**src/hw/jpm_defines.vh**
```
// Constants for the test-pin sharing block
`ifndef JPM_DEFINES_VH
`define JPM_DEFINES_VH

// Controller state codes, one-hot over sixteen bits
`define JPM_ST_RESET    16'h0001
`define JPM_ST_IDLE     16'h0002
`define JPM_ST_SEL_DR   16'h0004
`define JPM_ST_CAP_DR   16'h0008
`define JPM_ST_SHF_DR   16'h0010
`define JPM_ST_EX1_DR   16'h0020
`define JPM_ST_PAU_DR   16'h0040
`define JPM_ST_EX2_DR   16'h0080
`define JPM_ST_UPD_DR   16'h0100
`define JPM_ST_SEL_IR   16'h0200
`define JPM_ST_CAP_IR   16'h0400
`define JPM_ST_SHF_IR   16'h0800
`define JPM_ST_EX1_IR   16'h1000
`define JPM_ST_PAU_IR   16'h2000
`define JPM_ST_EX2_IR   16'h4000
`define JPM_ST_UPD_IR   16'h8000

// Number of core clocks a pin takes to cross into the core domain
`define JPM_SYNC_DEPTH  2

`endif

```
**src/hw/jpm_pin_mode.v**
```verilog
// Test access port controller and shared test-pin steering
`timescale 1ns/10ps
`default_nettype none
`include "jpm_defines.vh"

// Function
// - Dedicated mode keeps test pins other than reset off user logic
// - Mode-select pin never becomes user I/O
// - Dedicated mode uses standard mode-select meaning
// - Unset option means flexible sharing mode
// - Controller advances on mode-select and clock only
// - Power-up puts controller in reset state
// - Flexible reset state: shared pins are user I/O, serial output pin user output only
// - Clock rise with select low enables test
// - Test-reset option makes reset pin a synchronised, synchronous reset
// - Without option reset pin is user I/O
// - Unused user reset pin is tristated
// - Power ramp keeps every pin high-impedance
// - Reset pin low holds controller reset
// - No reset option means reset inactive
module jpm_pin_mode
(
  input  wire        core_clk,
  input  wire        reset_n,
  input  wire        cfg_dedicated,
  input  wire        cfg_test_reset,
  input  wire        cfg_reset_pin_used,
  input  wire        power_good,
  input  wire        tms_in,
  input  wire        tck_in,
  input  wire        tdi_in,
  input  wire        trst_in,
  output wire        tdo_out,
  output wire        tdo_oe,
  output wire        tck_oe,
  output wire        tck_out,
  output wire        tdi_oe,
  output wire        tdi_out,
  output wire        trst_out,
  output wire        trst_oe,
  input  wire        user_tck_out,
  input  wire        user_tck_oe,
  input  wire        user_tdi_out,
  input  wire        user_tdi_oe,
  input  wire        user_tdo_out,
  input  wire        user_tdo_oe,
  input  wire        user_trst_out,
  input  wire        user_trst_oe,
  output reg         user_tck_in,
  output reg         user_tdi_in,
  output reg         user_tdo_in,
  output reg         user_trst_in,
  input  wire        scan_tdo,
  input  wire        scan_tdo_en,
  output reg         scan_tdi,
  output reg         boundary_scan_function,
  output reg         tap_shift_dr,
  output reg         tap_shift_ir,
  output reg         tap_capture,
  output reg         tap_update,
  output reg  [15:0] tap_state
);

  // Two-stage synchronisers for every pin that is read
  reg [1:0] tms_sync;
  reg [1:0] tck_sync;
  reg [1:0] tdi_sync;
  reg [1:0] trst_sync;
  reg [1:0] pwr_sync;
  reg       tck_prev;
  reg       tdo_reg;
  reg       tdo_en_reg;
  reg [15:0] next_state;

  wire tck_rise;
  wire tck_fall;
  wire trst_hold;
  wire pins_live;
  // Pins belong to test logic in dedicated mode or outside reset
  wire test_owns_pins;

  // One-hot state codes, bit number equals state number
  localparam [15:0] ST_RESET  = `JPM_ST_RESET;
  localparam [15:0] ST_IDLE   = `JPM_ST_IDLE;
  localparam [15:0] ST_SEL_DR = `JPM_ST_SEL_DR;
  localparam [15:0] ST_CAP_DR = `JPM_ST_CAP_DR;
  localparam [15:0] ST_SHF_DR = `JPM_ST_SHF_DR;
  localparam [15:0] ST_EX1_DR = `JPM_ST_EX1_DR;
  localparam [15:0] ST_PAU_DR = `JPM_ST_PAU_DR;
  localparam [15:0] ST_EX2_DR = `JPM_ST_EX2_DR;
  localparam [15:0] ST_UPD_DR = `JPM_ST_UPD_DR;
  localparam [15:0] ST_SEL_IR = `JPM_ST_SEL_IR;
  localparam [15:0] ST_CAP_IR = `JPM_ST_CAP_IR;
  localparam [15:0] ST_SHF_IR = `JPM_ST_SHF_IR;
  localparam [15:0] ST_EX1_IR = `JPM_ST_EX1_IR;
  localparam [15:0] ST_PAU_IR = `JPM_ST_PAU_IR;
  localparam [15:0] ST_EX2_IR = `JPM_ST_EX2_IR;
  localparam [15:0] ST_UPD_IR = `JPM_ST_UPD_IR;

  // Reset-state decode; pin steering and drive enable both need it
  function jpm_in_reset;
    input [15:0] st;
    begin
      jpm_in_reset = (st == ST_RESET);
    end
  endfunction

  // Capture decode for either register path
  function jpm_is_capture;
    input [15:0] st;
    begin
      jpm_is_capture = (st == ST_CAP_DR) | (st == ST_CAP_IR);
    end
  endfunction

  // Update decode for either register path
  function jpm_is_update;
    input [15:0] st;
    begin
      jpm_is_update = (st == ST_UPD_DR) | (st == ST_UPD_IR);
    end
  endfunction

  // Pin crossings into core_clk domain
  // Reset levels match idle pins: select and data high, clock low
  always @(posedge core_clk or negedge reset_n)
  begin
    if (!reset_n)
    begin
      tms_sync  <= 2'h3;
      tck_sync  <= 2'h0;
      tdi_sync  <= 2'h3;
      trst_sync <= 2'h3;
      pwr_sync  <= 2'h0;
    end
    else
    begin
      tms_sync  <= {tms_sync[0], tms_in};
      tck_sync  <= {tck_sync[0], tck_in};
      tdi_sync  <= {tdi_sync[0], tdi_in};
      trst_sync <= {trst_sync[0], trst_in};
      pwr_sync  <= {pwr_sync[0], power_good};
    end
  end

  // Edge detect reads only the second stage
  // Clock stage resets low, so release gives no false rise
  always @(posedge core_clk or negedge reset_n)
  begin
    if (!reset_n)
      tck_prev <= 1'b0;
    else
      tck_prev <= tck_sync[1];
  end

  assign tck_rise = tck_sync[1] & ~tck_prev;
  assign tck_fall = ~tck_sync[1] & tck_prev;
  assign pins_live = pwr_sync[1];
  // dedicated option owns the pins at once
  // Flag alone lags one clock after reset release
  assign test_owns_pins = cfg_dedicated | boundary_scan_function;

  // reset pin acts only with the option set
  // low reset pin forces reset state
  // no option means reset stays released
  // Reset pin sampled through sync, so release lags by two clocks
  assign trst_hold = cfg_test_reset & ~trst_sync[1];

  always @*
  begin
    next_state = ST_RESET;
    case (tap_state)
      ST_RESET:  next_state = tms_sync[1] ? ST_RESET  : ST_IDLE;
      ST_IDLE:   next_state = tms_sync[1] ? ST_SEL_DR : ST_IDLE;
      ST_SEL_DR: next_state = tms_sync[1] ? ST_SEL_IR : ST_CAP_DR;
      ST_CAP_DR: next_state = tms_sync[1] ? ST_EX1_DR : ST_SHF_DR;
      ST_SHF_DR: next_state = tms_sync[1] ? ST_EX1_DR : ST_SHF_DR;
      ST_EX1_DR: next_state = tms_sync[1] ? ST_UPD_DR : ST_PAU_DR;
      ST_PAU_DR: next_state = tms_sync[1] ? ST_EX2_DR : ST_PAU_DR;
      ST_EX2_DR: next_state = tms_sync[1] ? ST_UPD_DR : ST_SHF_DR;
      ST_UPD_DR: next_state = tms_sync[1] ? ST_SEL_DR : ST_IDLE;
      ST_SEL_IR: next_state = tms_sync[1] ? ST_RESET  : ST_CAP_IR;
      ST_CAP_IR: next_state = tms_sync[1] ? ST_EX1_IR : ST_SHF_IR;
      ST_SHF_IR: next_state = tms_sync[1] ? ST_EX1_IR : ST_SHF_IR;
      ST_EX1_IR: next_state = tms_sync[1] ? ST_UPD_IR : ST_PAU_IR;
      ST_PAU_IR: next_state = tms_sync[1] ? ST_EX2_IR : ST_PAU_IR;
      ST_EX2_IR: next_state = tms_sync[1] ? ST_UPD_IR : ST_SHF_IR;
      ST_UPD_IR: next_state = tms_sync[1] ? ST_SEL_DR : ST_IDLE;
      default:   next_state = ST_RESET;
    endcase
  end

  // power-up reset lands in reset state
  // advance only on clock rise, mode-select steers
  // Reset pin wins over a clock rise in the same cycle
  always @(posedge core_clk or negedge reset_n)
  begin
    if (!reset_n)
      tap_state <= `JPM_ST_RESET;
    else if (trst_hold)
      tap_state <= `JPM_ST_RESET;
    else if (tck_rise)
      tap_state <= next_state;
  end

  // test function in every state but reset
  // flexible reset state hands pins to user
  // dedicated option pins always test function
  // dedicated only when option set, else flexible
  always @(posedge core_clk or negedge reset_n)
  begin
    if (!reset_n)
      boundary_scan_function <= 1'b0;
    else
      boundary_scan_function <= cfg_dedicated | ~jpm_in_reset(tap_state);
  end

  // Decoded strobes for the scan chains, one cycle on a clock rise
  always @(posedge core_clk or negedge reset_n)
  begin
    if (!reset_n)
    begin
      tap_shift_dr <= 1'b0;
      tap_shift_ir <= 1'b0;
      tap_capture  <= 1'b0;
      tap_update   <= 1'b0;
      scan_tdi     <= 1'b0;
    end
    else
    begin
      tap_shift_dr <= tck_rise & (tap_state == `JPM_ST_SHF_DR);
      tap_shift_ir <= tck_rise & (tap_state == `JPM_ST_SHF_IR);
      tap_capture  <= tck_rise & jpm_is_capture(tap_state);
      tap_update   <= tck_rise & jpm_is_update(tap_state);
      if (tck_rise)
        scan_tdi <= tdi_sync[1];
    end
  end

  // Serial output changes on the falling test clock, as the standard expects
  // Enable drops in reset state, so the user side can own the pin
  always @(posedge core_clk or negedge reset_n)
  begin
    if (!reset_n)
    begin
      tdo_reg    <= 1'b0;
      tdo_en_reg <= 1'b0;
    end
    else if (tck_fall)
    begin
      tdo_reg    <= scan_tdo;
      tdo_en_reg <= scan_tdo_en & ~jpm_in_reset(tap_state);
    end
  end

  // user gets only the reset pin in dedicated mode, when the test-reset option is off
  // Registered so user logic sees one clean clock domain
  // reset pin passed to user without option
  always @(posedge core_clk or negedge reset_n)
  begin
    if (!reset_n)
    begin
      user_tck_in  <= 1'b0;
      user_tdi_in  <= 1'b0;
      user_tdo_in  <= 1'b0;
      user_trst_in <= 1'b0;
    end
    else
    begin
      user_tck_in  <= ~test_owns_pins & tck_sync[1];
      user_tdi_in  <= ~test_owns_pins & tdi_sync[1];
      user_tdo_in  <= 1'b0;
      user_trst_in <= ~cfg_test_reset & trst_sync[1];
    end
  end

  // nothing drives until power is good
  // mode-select pin has no output at all
  // Test clock and data input are inputs in test function
  // Power flag lags two clocks through its synchroniser
  assign tck_out  = user_tck_out;
  assign tck_oe   = pins_live & ~test_owns_pins & user_tck_oe;
  assign tdi_out  = user_tdi_out;
  assign tdi_oe   = pins_live & ~test_owns_pins & user_tdi_oe;
  assign tdo_out  = test_owns_pins ? tdo_reg : user_tdo_out;
  assign tdo_oe   = pins_live & (test_owns_pins ? tdo_en_reg : user_tdo_oe);

  // unused user reset pin stays tristated
  // user drives reset pin when option off
  // Option checked first, so a test reset pin never drives
  assign trst_out = user_trst_out;
  assign trst_oe  = pins_live & ~cfg_test_reset & cfg_reset_pin_used & user_trst_oe;

endmodule // jpm_pin_mode
`default_nettype wire

```
**config.mk**
```make
export PLATFORM = sky130hd
export DESIGN_NAME = jpm_pin_mode
export DESIGN_NICKNAME = d
export VERILOG_FILES = /design/src/hw/jpm_pin_mode.v
export VERILOG_INCLUDE_DIRS = /design/src /design/src/hw
export SDC_FILE = /design/constraint.sdc
export NUM_CORES = 1
export LEC_CHECK = 0
export BUFFER_PORTS_ARGS = -buffer_cell sky130_fd_sc_hd__buf_4
export CAP_MARGIN = 10
export CORE_MARGIN = 4
export CORE_UTILIZATION = 55
export DETAILED_ROUTE_END_ITERATION = 6
export GPL_TIMING_DRIVEN = 0
export HOLD_SLACK_MARGIN = 0.05
export PLACE_DENSITY = 0.89
export RECOVER_POWER = 100
export SLEW_MARGIN = 40
export SYNTH_ARGS = -nofsm -noshare
export SYNTH_HDL_FRONTEND = slang
export SYNTH_SLANG_ARGS = --single-unit
```
**constraint.sdc**
```tcl
create_clock -name core_clk -period 5.87 [get_ports core_clk]
set_clock_uncertainty 0.1 [all_clocks]
set_input_delay 0.8805 -clock core_clk [delete_from_list [all_inputs] [get_ports core_clk]]
set_output_delay 0.8805 -clock core_clk [all_outputs]
set_load 0.005 [all_outputs]
```
==> results.md <==
- Hpwl dp: 3110 µm
- Initial core utilization: 58.7%
- Synth Area per Inst: 10.2 µm²
- Hold Vio Cnt, Final: 0
- Final nets: 256
- Std cell rows: 20
- Crit path largest cell delay: 0.37 ns
- GRT overflow: 0
- Slowest-stage cell, CP: mux2_2
- TNS Setup: 0 ns
- Worst R2R Setup Slack: 3.35 ns
- Reg2reg end: tap_state[0]
- Initial antenna violation count: 0
- Slew Limit Fails: 39
- Period utilization: 47.2%
- Die X: 65.8 µm
- Via count: 1624
- CP top delay family: multiplexers
- Full die area: 4330 µm²
- Largest family of logic cells by synthesized area: simple AND/OR/NAND/NOR gates
- RSZ-0062 raised after global routing: no
- Crit path launch type: input pin
- GPL Wtd Cong: 0.945
- Outcome: finished with violations
- First-pass GRT wire length: 7070 µm
- Post-synth EDFFs: 0
- 1st-pass router iterations: 4
- PwrDens: 250 nW/µm²
- # setup viols final: 0
- Unique cell type count in the Yosys netlist: 48
- CTS buffer count: 5
- Final ANT Viol Nets: 0
- CTS tree: built
- Routed len/inst: 14.8 µm
- Core ar.: 3130 µm²
- Worst setup margin: 3.10 ns
- DRC viols: 0
- Drt total wl: 4170 µm
- Max clock buf depth: 2
- Max reg flops: 16
- Buf/Inv on CP: 2
- Wl on met1: 1700 µm
- Maximum vdd ir drop: 0.000149 V
- Antenna diodes: 0
- FMAX: 0.361 GHz
- Multiplexer share of the synthesized area: 1.77%
- Synthesis-stage register bit count: 38
- Filler cell count: 246
- Commonest non-fill, non-tap cell in the layout: clkbuf_4
- Worst Setup EP: tdo_out
- Crit. End Element: output pin
- WP data required: 4.89 ns
- Largest net degree at the start of global routing: 39
- Uppermost layer routed: met4
- Slew @ Worst Pin: 1.88 ns
- Vias in the first global route: 1543
- Worst r2r src: tap_state[7]
- Post-synthesis xor/xnor area fraction: 2.38%
- I/O Buffers: 49
- Die height: 65.8 µm
- Layout cells sized above 1: 31.2%
- Most flops, register: tap_state
- Syn. warnings: 0
- GRT Resource Usage Total: 21.9%
- CTS clk-pin slew, worst paths: 0.12 ns
- Reg2reg path depth: 6
- Met2 wire len: 2030 µm
- Initial DRC Count: 171
- Max_cap viols: 1
- Post-CTS Hold Fix Bufs: 0
- Prevailing post-synth register cell: dfrtp_1
- Post-Layout Cell Count: 281
- Max Fanout on Critical Path: 6
- DR WL met3: 381 µm
- Worst Setup SP: cfg_dedicated
- Worst Hold Class: reg -> reg
- Post-layout minimum cycle time: 2.77 ns
- CP Class: in -> out
- WHS: 0.260 ns
- Synth Area in Adders: 0%
- Cell area after synthesis: 1840 µm²
- Synth Instances: 180
- Final core utilization: 74.9%
- Placed Instances: 273
- Synthesis-to-layout area growth: 27.5%
- Post-CTS Setup Bufs: 0
- Critical path, cell by cell: clkbuf_1 -> nor2_1 -> mux2_2 -> clkbuf_4
- Dpl ws: 3.10 ns
- Post-cts repair resize count: 0
- Worst skew pair latency: 0.36 ns
- H-tree levels: 2
- Sink Count: 38
- FFs w/ async S/R, synth: 100%
- Sequential share of the synthesized area: 52.2%
- Slew HR: -25.3%
- Compound-Gate Fraction of Synth Area: 12.1%
- CTS Root Buffer Type: clkbuf_4
- Critical path arrival: 1.79 ns
- Failing checks: max-capacitance violations, max-slew violations
- CP Depth: 4
- Vias per cell: 5.78
- Net Count, Synth: 200
- Leakage power: 1.10 nW
- Synth Area in Simple Gates: 25.7%
- Top Ports: 54
- Most frequent cells in the layout: clkbuf_4, dfrtp_1, nand2_1
==> cell families (layout without fill, tap and decap cells) <==
group	count (synthesis)	count (layout)
AO/OA/AOI/OAI	32	32
XOR/XNOR	5	5
buffers and inverters	19	76
flip-flops	38	38
multiplexers	3	3
other	1	1
AND/OR/NAND/NOR	82	82
==> area by class of cell <==
class	instances	area (µm²)	area share, %
Buffer	13	78.8	3.37
Clock inverter	3	68.8	2.94
Clock buffer	5	37.5	1.60
Inverter	6	22.5	0.962
Tap cell	44	55.1	2.35
Multi-Input combinational cell	123	767	32.7
Timing Repair Buffer	49	353	15.1
Sequential cell	38	960	41.0
==> per-layer routing <==
layer  track usage [%]  up-vias
li1                  -      766
met1              27.8      773
met2              34.4       79
met3              7.82        6
met4              7.51        0
met5                 0        -
==> worst min path at each step <==
stage / from / slack (ns) / endpoint / cells after the start
after floorplan: pwr_sync[0] / 0.23 / pwr_sync[1] / 0
after global placement: tck_sync[0] / 0.23 / tck_sync[1] / 0
after detailed placement: tck_sync[0] / 0.24 / tck_sync[1] / 0
after CTS: tms_sync[0] / 0.26 / tms_sync[1] / 0
after global routing: tms_sync[0] / 0.27 / tms_sync[1] / 0
final: tck_sync[0] / 0.26 / tck_sync[1] / 0
==> power breakdown <==
part	total (mW)	internal [mW]	switching, mW
sequential	0.285	0.276	0.00989
clock	0.225	0.133	0.0916
combinational	0.0763	0.0368	0.0395
total	0.586	0.445	0.141
==> cells in the mapped netlist, types with 4 or more instances <==
cell type / instances / area share (%)
dfrtp_1: 31 / 42
nand2_1: 17 / 3.5
nor2_1: 10 / 2.0
o21ai_0: 9 / 2.5
nor3_1: 8 / 2.2
nor4_1: 8 / 2.7
dfstp_2: 7 / 10
inv_1: 6 / 1.2
clkbuf_1: 5 / 1.0
nand3_1: 5 / 1.4
buf_4: 4 / 1.6
nor2b_1: 4 / 1.4
nor4b_1: 4 / 1.9
or2_2: 4 / 1.4
==> stage by stage <==
step / cell area (µm²) / total power [mW]
after floorplan: 1840 / 0.330
after global placement: 2260 / 0.367
after detailed placement: 2260 / 0.371
after CTS: 2370 / 0.591
after global routing: 2340 / 0.615
final: 2340 / 0.586
Power figures use the tool's default switching activity.
